<file path="config.mk">
export PLATFORM = sky130hd
export DESIGN_NAME = brrp_fifo_ram
export DESIGN_NICKNAME = d
export VERILOG_FILES = /design/src/brrp_pkg.sv /design/src/brrp_skid.sv /design/src/brrp_fifo_ram.sv
export VERILOG_INCLUDE_DIRS = /design/src
export SDC_FILE = /design/constraint.sdc
export NUM_CORES = 1
export LEC_CHECK = 0
export ABC_AREA = 1
export BUFFER_PORTS_ARGS = -buffer_cell sky130_fd_sc_hd__buf_4
export CAP_MARGIN = 15
export CORE_AREA = 2 2 185 187
export CTS_BUF_LIST = sky130_fd_sc_hd__clkbuf_4
export CTS_CLUSTER_SIZE = 40
export DETAILED_ROUTE_END_ITERATION = 16
export DIE_AREA = 0 0 187 189
export GPL_TIMING_DRIVEN = 0
export PLACE_DENSITY_LB_ADDON = 0.1
export SLEW_MARGIN = 10
export SYNTH_ARGS = -nofsm -noshare
export SYNTH_HDL_FRONTEND = slang
export SYNTH_HIERARCHICAL = 1
export SYNTH_SLANG_ARGS = --single-unit
</file>
<file path="constraint.sdc">
create_clock -name clk_in -period 6.3 [get_ports clk_in]
set_input_delay 1.575 -clock clk_in [delete_from_list [all_inputs] [get_ports clk_in]]
set_output_delay 1.575 -clock clk_in [all_outputs]
set_load 0.05 [all_outputs]
</file>
<file path="src/brrp_consts.svh">
// ---------------------------------------------------------------------------
// brrp constants: sizes, flag thresholds and reset values of the fifo ram
// ---------------------------------------------------------------------------
// assumes: included by bare name from the package and the design modules.
`ifndef BRRP_CONSTS_SVH
`define BRRP_CONSTS_SVH

// ---------------------------------------------------------------------------
// data path shape
// ---------------------------------------------------------------------------
`define BRRP_LANE_W 8
`define BRRP_LANES 2
`define BRRP_DATA_W 16

// ---------------------------------------------------------------------------
// storage depth and flag thresholds (defaults of the top parameters)
// ---------------------------------------------------------------------------
`define BRRP_DEPTH 16
`define BRRP_ADDR_W 4
`define BRRP_AF_LEVEL 12
`define BRRP_AE_LEVEL 4

// ---------------------------------------------------------------------------
// reset values of the status flags
// ---------------------------------------------------------------------------
`define BRRP_FLAGS_RST 4'h1

`endif

</file>
<file path="src/brrp_pkg.sv">
// ---------------------------------------------------------------------------
// brrp package: carrier types of the fifo ram
// ---------------------------------------------------------------------------
// assumes: the constants header is on the include path.
`include "brrp_consts.svh"

package brrp_pkg;

  // one write request: data word plus its lane enables
  typedef struct packed {
    logic [`BRRP_LANES-1:0] lanes;
    logic [`BRRP_DATA_W-1:0] data;
  } brrp_wreq_t;

  // status flags, order fixed: almost full, full, almost empty, empty
  typedef struct packed {
    logic almost_full;
    logic full;
    logic almost_empty;
    logic empty;
  } brrp_flags_t;

endpackage : brrp_pkg

</file>
<file path="src/brrp_skid.sv">
// ---------------------------------------------------------------------------
// brrp_skid: two-entry buffer with valid/ready on both sides
// ---------------------------------------------------------------------------
// assumes: one clock; the owner folds its asynchronous clears, except the read pointer clear, into rst_n_in.
`timescale 1ns/100ps
`include "brrp_consts.svh"

module brrp_skid #(
  parameter int WIDTH = `BRRP_DATA_W
) (
  input wire logic clk_in,
  input wire logic rst_n_in,
  input wire logic ce_in,
  input wire logic in_valid_in,
  output logic in_ready_out,
  input wire logic [WIDTH-1:0] in_data_in,
  output logic out_valid_out,
  input wire logic out_ready_in,
  output logic [WIDTH-1:0] out_data_out
);

  // ---------------------------------------------------------------------------
  // storage: head feeds the output, tail catches a word during a stall
  // ---------------------------------------------------------------------------
  logic [WIDTH-1:0] head_ff; // word presented downstream
  logic [WIDTH-1:0] tail_ff; // second word held while stalled
  logic [1:0] cnt_ff; // words held, 0..2
  logic valid_ff; // registered copy of a non-zero count

  wire logic push = ce_in && in_valid_in && (cnt_ff != 2'h2);
  wire logic pop = ce_in && out_ready_in && (cnt_ff != 2'h0);
  wire logic [1:0] nxt_cnt = cnt_ff + {1'b0, push} - {1'b0, pop};

  // ready straight from the count, so a stalled receiver stops the source
  assign in_ready_out = (cnt_ff != 2'h2);
  // valid from its own flop, so the owner's output has no gate after it
  assign out_valid_out = valid_ff;
  assign out_data_out = head_ff;

  // ---------------------------------------------------------------------------
  // occupancy and data movement
  // ---------------------------------------------------------------------------
  always_ff @(posedge clk_in or negedge rst_n_in) begin
    if (!rst_n_in) begin
      cnt_ff <= 2'h0;
      valid_ff <= 1'b0;
      head_ff <= '0;
      tail_ff <= '0;
    end else begin
      cnt_ff <= nxt_cnt;
      valid_ff <= (nxt_cnt != 2'h0);
      // head refills from tail on a pop with two held, or from input when empty or going empty
      if (pop && cnt_ff == 2'h2) begin
        head_ff <= tail_ff;
      end else if (push && (cnt_ff == 2'h0 || (pop && cnt_ff == 2'h1))) begin
        head_ff <= in_data_in;
      end
      // tail only loads when head stays occupied
      if (push && cnt_ff != 2'h0 && !(pop && cnt_ff == 2'h1)) begin
        tail_ff <= in_data_in;
      end
    end
  end

endmodule : brrp_skid

</file>
<file path="src/brrp_fifo_ram.sv">
// ---------------------------------------------------------------------------
// brrp_fifo_ram: block ram in fifo mode with asynchronous resets
// ---------------------------------------------------------------------------
// holds the storage, pointers, status flags and the output buffer.
// assumes: user fabric drives every input synchronous to clk_in and keeps
// the enable/reset ordering itself; the ram is only told, not protected.
`timescale 1ns/100ps
`include "brrp_consts.svh"

module brrp_fifo_ram #(
  parameter int DEPTH = `BRRP_DEPTH,
  parameter int ADDR_W = `BRRP_ADDR_W,
  parameter int AF_LEVEL = `BRRP_AF_LEVEL,
  parameter int AE_LEVEL = `BRRP_AE_LEVEL
) (
  input wire logic clk_in,
  input wire logic rst_n_in,
  input wire logic ce_in,
  input wire logic global_set_reset_in,
  input wire logic port_reset_in,
  input wire logic read_pointer_clear_pin_in,
  input wire logic wr_port_select_in,
  input wire logic full_in,
  input wire logic wr_en_in,
  input wire brrp_pkg::brrp_wreq_t wr_req_in,
  input wire logic rd_port_select_in,
  input wire logic empty_in,
  input wire logic pop_gate_in,
  input wire logic output_fetch_enable_in,
  input wire logic output_register_gate_in,
  input wire logic rd_ready_in,
  output logic rd_valid_out,
  output logic [`BRRP_DATA_W-1:0] rd_data_out,
  output brrp_pkg::brrp_flags_t flags_out
);

  // ---------------------------------------------------------------------------
  // asynchronous clears
  // ---------------------------------------------------------------------------
  // global set/reset is never masked in fifo mode, so it joins the port
  // reset; both act on the flops at once, no clock edge needed
  // no ordering guard: enable/reset sequencing stays the user's duty
  wire logic arst_n = rst_n_in && !global_set_reset_in && !port_reset_in;
  // pointer clear only rewinds the read side
  wire logic rd_arst_n = arst_n && !read_pointer_clear_pin_in;

  // ---------------------------------------------------------------------------
  // pointers and occupancy
  // ---------------------------------------------------------------------------
  logic [ADDR_W:0] wr_ptr_ff; // write pointer with wrap bit
  logic [ADDR_W:0] rd_ptr_ff; // read pointer with wrap bit
  brrp_pkg::brrp_flags_t flags_ff; // registered status flags
  wire logic [ADDR_W:0] level = wr_ptr_ff - rd_ptr_ff; // words stored
  wire logic [ADDR_W:0] depth_c = (ADDR_W+1)'(DEPTH);

  // ---------------------------------------------------------------------------
  // port gating: selects, full/empty inputs and enables all active high
  // ---------------------------------------------------------------------------
  logic buf_in_ready; // output buffer has room
  // full_in is just another write select
  wire logic wr_sel = wr_port_select_in && full_in;
  // empty_in is just another read select
  wire logic rd_sel = rd_port_select_in && empty_in;
  // write enable doubles as the write-side clock enable
  wire logic wr_go = ce_in && wr_en_in && wr_sel && (level != depth_c);
  // a pop needs room downstream, so a stalled reader loses nothing
  wire logic rd_go = ce_in && pop_gate_in && rd_sel && output_fetch_enable_in
                     && (level != '0) && buf_in_ready
                     && !read_pointer_clear_pin_in;
  wire logic [ADDR_W:0] nxt_wr_ptr = wr_ptr_ff + {{ADDR_W{1'b0}}, wr_go};
  wire logic [ADDR_W:0] nxt_rd_ptr = rd_ptr_ff + {{ADDR_W{1'b0}}, rd_go};
  wire logic [ADDR_W:0] nxt_level = nxt_wr_ptr - nxt_rd_ptr;

  // flags follow the level after this edge
  brrp_pkg::brrp_flags_t nxt_flags;
  assign nxt_flags.almost_full = (nxt_level >= (ADDR_W+1)'(AF_LEVEL));
  assign nxt_flags.full = (nxt_level == depth_c);
  assign nxt_flags.almost_empty = (nxt_level <= (ADDR_W+1)'(AE_LEVEL));
  assign nxt_flags.empty = (nxt_level == '0);

  // ---------------------------------------------------------------------------
  // storage: one array per byte lane so lane enables never collide
  // ---------------------------------------------------------------------------
  // contents are not cleared by any reset; a preloaded image survives
  logic [`BRRP_DATA_W-1:0] rd_word; // word at the read pointer
  genvar g;
  generate
    for (g = 0; g < `BRRP_LANES; g++) begin : g_lane
      logic [`BRRP_LANE_W-1:0] mem [DEPTH]; // lane storage
      // lane written only when its enable is high
      always_ff @(posedge clk_in) begin
        if (wr_go && wr_req_in.lanes[g]) begin
          mem[wr_ptr_ff[ADDR_W-1:0]] <= wr_req_in.data[g*`BRRP_LANE_W +: `BRRP_LANE_W];
        end
      end
      assign rd_word[g*`BRRP_LANE_W +: `BRRP_LANE_W] = mem[rd_ptr_ff[ADDR_W-1:0]];
    end
  endgenerate

  // ---------------------------------------------------------------------------
  // pointer and flag registers
  // ---------------------------------------------------------------------------
  // write side cleared by global or port reset
  always_ff @(posedge clk_in or negedge arst_n) begin
    if (!arst_n) begin
      wr_ptr_ff <= '0;
      flags_ff <= `BRRP_FLAGS_RST;
    end else if (ce_in) begin
      wr_ptr_ff <= nxt_wr_ptr;
      flags_ff <= nxt_flags;
    end
  end

  // read side also cleared by the pointer clear pin
  always_ff @(posedge clk_in or negedge rd_arst_n) begin
    if (!rd_arst_n) begin
      rd_ptr_ff <= '0;
    end else if (ce_in) begin
      rd_ptr_ff <= nxt_rd_ptr;
    end
  end

  assign flags_out = flags_ff;

  // ---------------------------------------------------------------------------
  // output register: two-entry buffer, drained only while the gate is high
  // ---------------------------------------------------------------------------
  brrp_skid #(
    .WIDTH(`BRRP_DATA_W)
  ) u_out_buf (
    .clk_in(clk_in),
    .rst_n_in(arst_n),
    .ce_in(ce_in),
    .in_valid_in(rd_go),
    .in_ready_out(buf_in_ready),
    .in_data_in(rd_word),
    .out_valid_out(rd_valid_out),
    .out_ready_in(rd_ready_in && output_register_gate_in),
    .out_data_out(rd_data_out)
  );

  // ---------------------------------------------------------------------------
  // checks
  // ---------------------------------------------------------------------------
  a_gsr_clears_wr: assert property (@(posedge clk_in) disable iff (!rst_n_in)
    global_set_reset_in |-> (wr_ptr_ff == '0 && rd_ptr_ff == '0 && !rd_valid_out))
    else $error("global set/reset did not clear pointers");

  a_rpclr_async: assert property (@(posedge clk_in) disable iff (!arst_n)
    read_pointer_clear_pin_in |-> (rd_ptr_ff == '0))
    else $error("pointer clear did not act at once");

  a_full_in_gates: assert property (@(posedge clk_in) disable iff (!arst_n)
    (!full_in || !wr_port_select_in) |=> (wr_ptr_ff == $past(wr_ptr_ff)))
    else $error("write taken while write side deselected");

  a_empty_in_gates: assert property (@(posedge clk_in)
    disable iff (!rd_arst_n)
    (!empty_in || !rd_port_select_in) ##1 !read_pointer_clear_pin_in
    |-> (rd_ptr_ff == $past(rd_ptr_ff)))
    else $error("read taken while read side deselected");

  a_write_steps: assert property (@(posedge clk_in) disable iff (!arst_n)
    (ce_in && wr_en_in && wr_sel && level < depth_c)
    |=> (wr_ptr_ff == $past(wr_ptr_ff) + (ADDR_W+1)'(1)))
    else $error("enabled write did not advance pointer");

  a_ce_freeze: assert property (@(posedge clk_in) disable iff (!rd_arst_n)
    (!ce_in ##1 !read_pointer_clear_pin_in)
    |-> ($stable(wr_ptr_ff) && $stable(rd_ptr_ff) && $stable(flags_ff)))
    else $error("state moved with clock enable low");

  a_flags_full: assert property (@(posedge clk_in) disable iff (!rd_arst_n)
    !$past(read_pointer_clear_pin_in)
    |-> (flags_ff.full == (level == depth_c) && flags_ff.empty == (level == '0)))
    else $error("full/empty flag disagrees with level");

  // reset value leaves almost empty low until the first enabled edge
  a_flags_almost: assert property (@(posedge clk_in) disable iff (!rd_arst_n)
    !$past(read_pointer_clear_pin_in) && $past(arst_n)
    |-> (flags_ff.almost_full == (level >= (ADDR_W+1)'(AF_LEVEL))
         && flags_ff.almost_empty == (level <= (ADDR_W+1)'(AE_LEVEL))))
    else $error("almost flags disagree with level");

  a_pop_delivers: assert property (@(posedge clk_in) disable iff (!rd_arst_n)
    rd_go |=> rd_valid_out)
    else $error("pop did not reach the output buffer");

  // port reset must clear both sides at once
  a_prst_clears: assert property (@(posedge clk_in) disable iff (!rst_n_in)
    port_reset_in |-> (wr_ptr_ff == '0 && rd_ptr_ff == '0 && !rd_valid_out))
    else $error("port reset did not clear pointers");

  // a full store refuses every write
  a_full_no_write: assert property (@(posedge clk_in) disable iff (!arst_n)
    (level == depth_c) |=> (wr_ptr_ff == $past(wr_ptr_ff)))
    else $error("write taken while full");

  // an empty store refuses every pop
  a_empty_no_pop: assert property (@(posedge clk_in) disable iff (!rd_arst_n)
    (level == '0) ##1 !read_pointer_clear_pin_in
    |-> (rd_ptr_ff == $past(rd_ptr_ff)))
    else $error("pop taken while empty");

  // an accepted pop advances the read pointer by one
  a_pop_steps: assert property (@(posedge clk_in) disable iff (!rd_arst_n)
    rd_go |=> (rd_ptr_ff == $past(rd_ptr_ff) + (ADDR_W+1)'(1)))
    else $error("pop did not advance pointer");

  // a word stands until the receiver takes it
  a_valid_holds: assert property (@(posedge clk_in) disable iff (!arst_n)
    (rd_valid_out && !(ce_in && rd_ready_in && output_register_gate_in))
    |=> (rd_valid_out && $stable(rd_data_out)))
    else $error("output word dropped before it was taken");

  // output fetch enable low blocks pops
  a_fetch_gates: assert property (@(posedge clk_in) disable iff (!rd_arst_n)
    !output_fetch_enable_in ##1 !read_pointer_clear_pin_in
    |-> (rd_ptr_ff == $past(rd_ptr_ff)))
    else $error("pop taken with fetch enable low");

  // read enable acts as the read side clock enable
  a_pop_gate_off: assert property (@(posedge clk_in) disable iff (!rd_arst_n)
    !pop_gate_in ##1 !read_pointer_clear_pin_in
    |-> (rd_ptr_ff == $past(rd_ptr_ff)))
    else $error("pop taken with read enable low");

  // write enable acts as the write side clock enable
  a_wr_en_off: assert property (@(posedge clk_in) disable iff (!arst_n)
    !wr_en_in |=> (wr_ptr_ff == $past(wr_ptr_ff)))
    else $error("write taken with write enable low");

endmodule : brrp_fifo_ram

</file>
==> results.json, run 1 <==
{
  "status": "complete, no violations",
  "yosys.area_share.xor_xnor": 0.00334,
  "die_y_um": 189,
  "hold_violations": 0,
  "placed_area_sq_mm": 0.0141,
  "p_sw_frac": 0.350,
  "reg2reg_from": "rd_ptr_ff[1]",
  "yosysWarnings": 6,
  "r2r_slack_ps": 1700,
  "antenna_left": 0,
  "synth_area_leader_cell": "edfxtp_1",
  "gp_congestion": 0.844,
  "slowest_stage": "clkbuf_1",
  "antenna_found_initial": 1,
  "p_leak_nw": 5.82,
  "max_clock_freq_mhz": 218,
  "port_buffers": 53,
  "synth_mux_area_frac": 0,
  "overflow": 0,
  "cp_max_fo": 10,
  "final.setup.tns_ps": 0,
  "clockPowerShare": 0.312,
  "fin_skew_ps": 72.1,
  "startpoint_type": "register",
  "grt_pass1_vias": 9143,
  "drt_wl_total_um": 35700,
  "clock_path_buffers": 3,
  "holdBufCountCts": 0,
  "cts_max_level": 3,
  "nNetsFinal": 1347,
  "fin_crit_ps": 4600,
  "p_int_w": 0.00377,
  "crit_path_end_kind": "register",
  "slew_viol_final": 0,
  "synth_top_family_by_area": "simple AND/OR/NAND/NOR gates",
  "crit_path_end": "flags_out[2]",
  "rsz0062_at_grt": "false",
  "core_sq_mm": 0.0333,
  "r2r-end": "flags_out[2]",
  "avgSynthCellArea_sq_um": 11.3,
  "synth_area_leaders": "edfxtp_1, dfrtp_1, nand2_1, o21ai_0, nor2_1",
  "syn_to_final_growth_pct": 16.1,
  "hpwl_um": 25100,
  "pwr-share-seq": 0.411,
  "syn_area_sq_mm": 0.0131,
  "netSwitchingPower_w": 0.00203,
  "arrival_ps": 5220,
  "ios": 54,
  "clkSinkCount": 305,
  "cts-root-buf": "clkbuf_4",
  "powerDensity_mw_per_mm2": 381,
  "fp.dieW_um": 187,
  "r2r_cells": 23,
  "synth-compound-area-share": 0.0959,
  "clk_latency_ps": 710,
  "initial_core_util": 0.394,
  "dr.pass1.iters": 5,
  "synth_cell_types": 39,
  "worst_pin_slew_ps": 889,
  "vias_per_cell": 5.14,
  "vdd_ir_drop_max_mv": 0.184,
  "yosys.area_share.simple": 0.169,
  "grt_pass1_wl_um": 54300,
  "ys_seq_area_frac": 0.680,
  "globalRouteTotalUtil": 0.204,
  "avgRoutedWirePerCell_um": 19.7,
  "synth_fa_ha_area_frac": 0.0130,
  "setup_violations": 0,
  "grt_max_degree": 17,
  "p_comb_frac": 0.277,
  "crit_start": "rd_ptr_ff[1]",
  "cp_cell_sequence": "inv_1, buf_6, clkbuf_1, ha_1, inv_1, o21bai_4, nand3_1, nand3_1, nand2_2, nor3_1, nor3_1, ha_1, ha_1, xnor2_1, ha_1, nand2_1, o21ai_0, inv_1, nand3_1, nand2_1, nor2_2, nand3_1, nand2_1",
  "critPathMaxStageDelay_ps": 550,
  "clk_pin_slew_ps": 60,
  "cts_resized": 0,
  "final_cell_area_sq_mm": 0.0152,
  "fp-row-count": 67,
  "netlist_instances": 1156,
  "p_total_w": 0.00580,
  "relSlewSlack": 0.405,
  "synth_top_area_frac": 0.586,
  "critPathRequiredTime_ps": 6920,
  "final.period_utilization": 0.729,
  "ys_ff_latch": 305,
  "hold_path.class": "register to register",
  "cts_setup_buffers": 0,
  "path_class": "register to register",
  "vias": 9310,
  "cts_tree": "yes",
  "drt_iter0_markers": 656,
  "die_area_sq_mm": 0.0353,
  "cts_inserted_buffers": 84,
  "drive_above_1_share": 0.200,
  "drc_errors": 0,
  "holdPathStages": 2,
  "syn-num-nets": 1202,
  "max-cap-violations": 0
}
[worst min-delay path by stage]
stage / from / end / slack [ps]
2_1_floorplan: u_out_buf/tail_ff[0] / u_out_buf/tail_ff[0] / 440
3_3_place_gp: u_out_buf/tail_ff[3] / u_out_buf/tail_ff[3] / 450
3_5_place_dp: u_out_buf/tail_ff[1] / u_out_buf/tail_ff[1] / 460
4_1_cts: flags_out[0] / flags_out[0] / 470
5_1_grt: u_out_buf/tail_ff[6] / u_out_buf/tail_ff[6] / 480
6_report: flags_out[0] / flags_out[0] / 470
[flip-flops by register name, summed over array words and instances, names as in the netlist]
signal / flops
u_out_buf/tail_ff: 16
u_out_buf/cnt_ff: 2
rd_ptr_ff: 5
g_lane.mem: 256
wr_ptr_ff: 5
u_out_buf/out_data_out: 16
flags_out: 4
u_out_buf/out_valid_out: 1
[final cells by class]
class | instances | area (sq um)
timing repair buffer | 59 | 452
antenna | 1 | 2.50
multi-input combinational | 750 | 3690
clock inverter | 20 | 144
tap | 448 | 561
clock buffer | 127 | 953
fill | 3218 | 18100
sequential | 305 | 8910
inverter | 36 | 138
buffer | 65 | 370
[power groups by stage]
stage | clock [W] | combinational (W) | sequential [W]
4_1_cts | 0.00186 | 0.00161 | 0.00239
5_1_grt | 0.00197 | 0.00175 | 0.00240
3_5_place_dp | 0 | 0.00161 | 0.00243
6_report | 0.00181 | 0.00161 | 0.00238
2_1_floorplan | 0 | 0.000830 | 0.00265
3_3_place_gp | 0 | 0.00160 | 0.00242
[metrics by stage]
stage               setup WS, ps  utilization  instances  hold WS, ps
floorplan                    495            -       1156          443
global placement           -1730        0.423       1657          455
detailed placement          1730        0.424       1662          459
CTS                         1690        0.457       1809          473
global route                1370        0.458       1811          485
finish                      1700        0.458       1811          469
[cell families (layout without fill, tap and decap cells)]
| group | Yosys count | count (layout) |
|---|---|---|
| other | 0 | 1 |
| DFF | 305 | 305 |
| AOI/OAI and AO/OA | 216 | 216 |
| adders and majority gates | 13 | 13 |
| and+or+nand+nor | 516 | 516 |
| buffers and inverters | 101 | 307 |
| xor gates and xnor gates | 5 | 5 |
[per-layer routing]
layer,vias to the layer above,global-route usage,wire length [um]
li1,4477,-,-
met1,4466,0.269,15700
met2,309,0.335,16900
met3,56,0.0456,2380
met4,2,0.0690,628
met5,-,0.00824,39
[worst max-delay path: cells and delay by family, from the launching register on]
family / cells / cell delay, ps
and+or+nand+nor: 11 / 1200
xor gates and xnor gates: 1 / 120
buffers and inverters: 5 / 1070
DFF: 1 / 460
adders and majority gates: 4 / 1310
AOI/OAI and AO/OA: 2 / 360
[cell usage after synthesis (all sizes together)]
master  instances
edfxtp        256
nand2         233
nor2          178
o21ai         140
nand3          92
dfrtp          48
buf            39
o22ai          39
inv            35
clkbuf         26
o221ai         25
ha             12
o211ai          7
nand4           6
a21oi           3
nor3            3
xnor2           3
nand3b          2
xor2            2
a21boi          1
clkinv          1
dfstp           1
fa              1
nor4            1
o21bai          1
or2             1
[placed cells by master (no fill, tap or decap), drive strengths merged, types with 2 or more instances in the layout]
master    synthesis  final
a21oi             3      3
buf              39     97
bufinv            0      2
clkbuf           26    154
clkinv            1     16
clkinvlp          0      2
dfrtp            48     48
edfxtp          256    256
ha               12     12
inv              35     36
nand2           233    233
nand3            92     92
nand3b            2      2
nand4             6      6
nor2            178    178
nor3              3      3
o211ai            7      7
o21ai           140    140
o221ai           25     25
o22ai            39     39
xnor2             3      3
xor2              2      2
No activity file was read; power rests on OpenSTA's default activity.
==> run 2, diff against run 1 <==
==> constraint.sdc (replaced) <==
create_clock -name clk_in -period 3.7 [get_ports clk_in]
set_input_delay 0.925 -clock clk_in [delete_from_list [all_inputs] [get_ports clk_in]]
set_output_delay 0.925 -clock clk_in [all_outputs]
set_load 0.05 [all_outputs]
==> run 2 against run 1 <==
Via count barely moved. Final cell count rose by 0.39%. Largest cell class unchanged. Non-clock buffer count up 1. Highest routed layer is now met4.
==> results.json, run 2 (same netlist as run 1, synthesis figures left out) <==
{
  "r2r_slack_ps": 210,
  "status": "complete, no violations",
  "reg2reg_from": "rd_ptr_ff[1]",
  "p_total_w": 0.00994,
  "avgRoutedWirePerCell_um": 19.9,
  "grt_max_degree": 20,
  "gp_congestion": 0.864,
  "path_class": "register to register",
  "fp.dieW_um": 187,
  "ios": 54,
  "p_leak_nw": 5.85,
  "max_clock_freq_mhz": 287,
  "slew_viol_final": 0,
  "dr.pass1.iters": 5,
  "crit_path_end": "flags_out[2]",
  "clk_pin_slew_ps": 60,
  "drt_iter0_markers": 673,
  "final_common_cell": "edfxtp_1",
  "globalRouteTotalUtil": 0.207,
  "largest_reg_flops": 256,
  "multi_input_area_sq_mm": 0.00376,
  "vias_per_cell": 5.12,
  "hold_path.class": "input pin to asynchronous set/reset pin",
  "setup_violations": 0,
  "fillerInstances": 3217,
  "r2r-end": "flags_out[2]",
  "fp-row-count": 67,
  "crit_start": "rd_ptr_ff[1]",
  "crit_path_end_kind": "register",
  "seqCellArea_sq_mm": 0.00892,
  "port_buffers": 53,
  "hpwl_um": 25200,
  "cts_max_level": 3,
  "initial_core_util": 0.394,
  "clkSinkCount": 305,
  "vdd_ir_drop_max_mv": 0.321,
  "relSlewSlack": 0.387,
  "hold_violations": 0,
  "r2r_cells": 23,
  "startpoint_type": "register",
  "final.period_utilization": 0.943,
  "cts_tree": "yes",
  "cts_inserted_buffers": 86,
  "grt_pass1_vias": 9176,
  "overflow": 0,
  "powerDensity_mw_per_mm2": 647,
  "grt_pass1_wl_um": 54600,
  "worst_pin_slew_ps": 916,
  "antenna_left": 0,
  "syn_to_final_growth_pct": 17.2,
  "die_y_um": 189,
  "vias": 9304,
  "drc_errors": 0,
  "max-cap-violations": 0,
  "fin_crit_ps": 3490,
  "most-common-layout-cells": "edfxtp_1, nand2_1, nor2_1, o21ai_0, clkbuf_4",
  "drt_wl_total_um": 36100,
  "critPathRequiredTime_ps": 4400,
  "cp_max_fo": 19,
  "nNetsFinal": 1350,
  "die_area_sq_mm": 0.0353,
  "clock_path_buffers": 3,
  "finish.utilization": 0.462,
  "fin_skew_ps": 50.1,
  "antenna_found_initial": 1,
  "clk_latency_ps": 760,
  "drive_above_1_share": 0.216,
  "cts-root-buf": "clkbuf_4",
  "core_sq_mm": 0.0333,
  "arrival_ps": 4180
}
run 2: cell count changes in the layout (fill, tap and decap cells not counted), sizes merged:
cell,change
bufinv,-1
clkinv,+3
buf,+4
clkbuf,-2
inv,+3
run 2: final cells by class:
cell class | instances | area share
Timing Repair Buffer | 62 | 0.0326
Antenna cell | 1 | 0.000163
Buffer | 63 | 0.0247
Clock inverter | 25 | 0.00847
Clock buffer | 128 | 0.0626
Inverter | 36 | 0.00929
Multi-Input combinational cell | 750 | 0.245
Sequential cell | 305 | 0.581
Tap cell | 448 | 0.0365
run 2: routing by layer:
metal / global-route usage / vias up / wire length, um
met4: 0.0824 / 0 / 855
met1: 0.272 / 4461 / 15900
met5: 0 / - / 0
met2: 0.329 / 304 / 16800
met3: 0.0556 / 59 / 2540
li1: - / 4480 / -
run 2: repair_timing:
action                                 in CTS  in global routing
resized for setup                          11                 18
gates cloned                                0                  0
endpoints found under the hold margin       0                  0
hold buffers                                0                  0
setup endpoints to repair                  21                  4
pin swaps                                   2                  4
setup buffers                               2                  4
run 2: how the worst min path moves through the flow:
stage	from	endpoint	slack, ps	cells after the start
after detailed placement	u_out_buf/tail_ff[3]	u_out_buf/tail_ff[3]	460	2
after floorplan	u_out_buf/tail_ff[0]	u_out_buf/tail_ff[0]	440	2
after CTS	rst_n_in	flags_out[3]	240	3
final	rst_n_in	wr_ptr_ff[3]	290	3
after global placement	u_out_buf/tail_ff[0]	u_out_buf/tail_ff[0]	460	2
after global routing	rst_n_in	flags_out[2]	320	3
run 2: power breakdown:
part	total, W	switching (W)	internal (W)
combinational	0.00280	0.00198	0.000820
sequential	0.00406	0.000137	0.00392
clock	0.00308	0.00143	0.00165
total	0.00994	0.00355	0.00639
run 2: worst max-delay path, stage by stage (launching register included):
cell and delay (ps):
dfrtp_2 420, inv_2 70, buf_12 160, ha_1 300
inv_1 60, o21bai_4 140, nand3_1 110, nand2_1 70
nand2_1 50, nand2_2 120, nor3_2 60, nor3_2 240
ha_2 280, ha_4 150, xnor2_1 80, ha_1 380
nand2_1 90, o21ai_2 150, inv_1 70, nand3_1 80
nand2_1 80, nor2_2 100, nand3_1 70, nand2_1 60
run 2: metrics by stage:
stage          cell area [sq um]  setup TNS, ps  worst slack, ps  hold slack (ps)  cells
6_report                   15400              0              211              290   1818
3_3_place_gp               14100         -46090             -997              455   1657
2_1_floorplan              13100              0              201              443   1156
3_5_place_dp               14100          -4410             -819              459   1660
5_1_grt                    15400          -16.0            -16.0              318   1818
4_1_cts                    15300              0             10.6              237   1814
==> run 3, diff against run 2 <==
==> constraint.sdc (replaced) <==
create_clock -name clk_in -period 3.7 [get_ports clk_in]
set_input_delay 0.185 -clock clk_in [delete_from_list [all_inputs] [get_ports clk_in]]
set_output_delay 0.185 -clock clk_in [all_outputs]
set_load 0.05 [all_outputs]
==> run 3 against run 2 <==
Total power is 0.16% higher. Register-to-register slack about the same. Clock power about the same. Sequential power hardly changed. First-iteration DRC count is 0.30% higher. Hold slack got worse by 230 ps. Critical path depth unchanged.
==> results.json, run 3 (same netlist as run 1, synthesis figures left out) <==
{
  "status": "complete, no violations",
  "antenna_left": 0,
  "port_buffers": 53,
  "cp_cell_sequence": "inv_2, buf_12, ha_1, inv_1, o21bai_4, nand3_1, nand2_1, nand2_1, nand2_2, nor3_2, nor3_2, ha_2, ha_4, xnor2_1, ha_1, nand2_1, o21ai_2, inv_1, nand3_1, nand2_1, nor2_2, nand3_1, nand2_1",
  "cts_max_level": 3,
  "crit_top_cell": "nand2_1",
  "die_area_sq_mm": 0.0353,
  "r2r_cells": 23,
  "fin_cells": 1841,
  "crit_path_end_kind": "register",
  "fp-row-count": 67,
  "critPathRequiredTime_ps": 4400,
  "clock_path_buffers": 3,
  "holdPathStages": 7,
  "path_class": "register to register",
  "fin_crit_ps": 3490,
  "drive_above_1_share": 0.213,
  "slew_viol_final": 0,
  "p_leak_nw": 5.95,
  "powerDensity_mw_per_mm2": 639,
  "clk_latency_ps": 760,
  "dr.pass1.iters": 8,
  "nNetsFinal": 1373,
  "largest_reg_flops": 256,
  "critPathMaxStageDelay_ps": 420,
  "final.setup.tns_ps": 0,
  "hpwl_um": 25200,
  "cts_tree": "yes",
  "critPathBufInv": 4,
  "vias_per_cell": 5.09,
  "grt_pass1_vias": 9316,
  "core_sq_mm": 0.0333,
  "clkSinkCount": 305,
  "fillerInstances": 3196,
  "relSlewSlack": 0.392,
  "seqCellArea_sq_mm": 0.00892,
  "max_clock_freq_mhz": 287,
  "dp_cells": 1660,
  "globalRouteTotalUtil": 0.209,
  "fin_skew_ps": 52.5,
  "critical_path_cell_count": 23,
  "drt_wl_total_um": 36300,
  "cts-root-buf": "clkbuf_4",
  "hold_violations": 0,
  "slowest_stage": "dfrtp_2",
  "vdd_ir_drop_max_mv": 0.321,
  "syn_to_final_growth_pct": 18.9,
  "die_y_um": 189,
  "initial_core_util": 0.394,
  "vias": 9378,
  "antenna_found_initial": 1,
  "critPathTopFamily": "simple AND/OR/NAND/NOR gates",
  "drt_iter0_markers": 675,
  "avgRoutedWirePerCell_um": 19.7,
  "setup_violations": 0,
  "grt_max_degree": 20,
  "finish.utilization": 0.468,
  "hold_path.class": "input pin to register",
  "holdWs_ps": 59.0,
  "overflow": 0,
  "multi_input_area_sq_mm": 0.00376,
  "clk_pin_slew_ps": 60,
  "gp_congestion": 0.864,
  "drc_errors": 0,
  "final.period_utilization": 0.942,
  "ios": 54,
  "cts_inserted_buffers": 86,
  "final_common_cell": "edfxtp_1",
  "worst_pin_slew_ps": 909,
  "cp_max_fo": 19,
  "most-common-layout-cells": "edfxtp_1, nand2_1, nor2_1, o21ai_0, clkbuf_4",
  "max-cap-violations": 0,
  "arrival_ps": 4180,
  "fp.dieW_um": 187,
  "grt_pass1_wl_um": 55100,
  "startpoint_type": "register"
}
-- run 3: cell type report --
class | instances | area share
Sequential cell | 305 | 0.572
Tap cell | 448 | 0.0360
Timing Repair Buffer | 85 | 0.0469
Multi-Input combinational cell | 750 | 0.241
Inverter | 36 | 0.00915
Clock buffer | 128 | 0.0616
Antenna cell | 1 | 0.000161
Buffer | 63 | 0.0243
Clock inverter | 25 | 0.00835
-- run 3: timing repair --
item                                    4_1_cts  5_1_grt
hold endpoints to repair                    291        0
setup buffers                                 2        4
gates resized for setup                      11       18
hold buffers                                 23        0
endpoints found under the setup margin       21        4
pin swaps                                     2        4
-- run 3: power by group --
| group | switching [W] | internal (W) | leakage (nW) | total [W] |
|---|---|---|---|---|
| clock network | 0.00143 | 0.00165 | 0.653 | 0.00308 |
| logic | 0.00198 | 0.000835 | 2.35 | 0.00282 |
| registers | 0.000137 | 0.00392 | 2.94 | 0.00406 |
| total | 0.00355 | 0.00641 | 5.95 | 0.00996 |
-- run 3: path summary, 6_finish.rpt --
| check | from | endpoint | slack [ps] |
|---|---|---|---|
| setup / recovery | rd_ptr_ff[1] | flags_out[2] | 210 |
| hold / removal | rd_ready_in | u_out_buf/cnt_ff[1] | 60 |
| setup reg to reg | rd_ptr_ff[1] | flags_out[2] | 210 |
| hold reg to reg | flags_out[0] | flags_out[0] | 470 |
| max in group asynchronous | global_set_reset_in | u_out_buf/out_data_out[4] | 2300 |
| min in group asynchronous | port_reset_in | rd_ptr_ff[4] | 150 |
-- run 3: stage by stage --
step,instance area [sq um],power (W),setup WS [ps]
floorplan,13100,0.00592,201
global placement,14100,0.00685,-798
detailed placement,14100,0.00688,-819
CTS,15500,0.0100,10.6
global route,15600,0.0105,-16.0
finish,15600,0.00996,214
-- run 3: layer usage --
layer | vias to the layer above | global-route usage | part of all wire
li1 | 4529 | - | -
met1 | 4481 | 0.272 | 0.44
met2 | 306 | 0.332 | 0.47
met3 | 62 | 0.0560 | 0.067
met4 | 0 | 0.0824 | 0.023
met5 | - | 0 | 0
-- run 3: worst min-delay path, delay by kind of cell --
family / cells / cell delay, ps
and+or+nand+nor: 5 / 450
buffers and inverters: 2 / 140
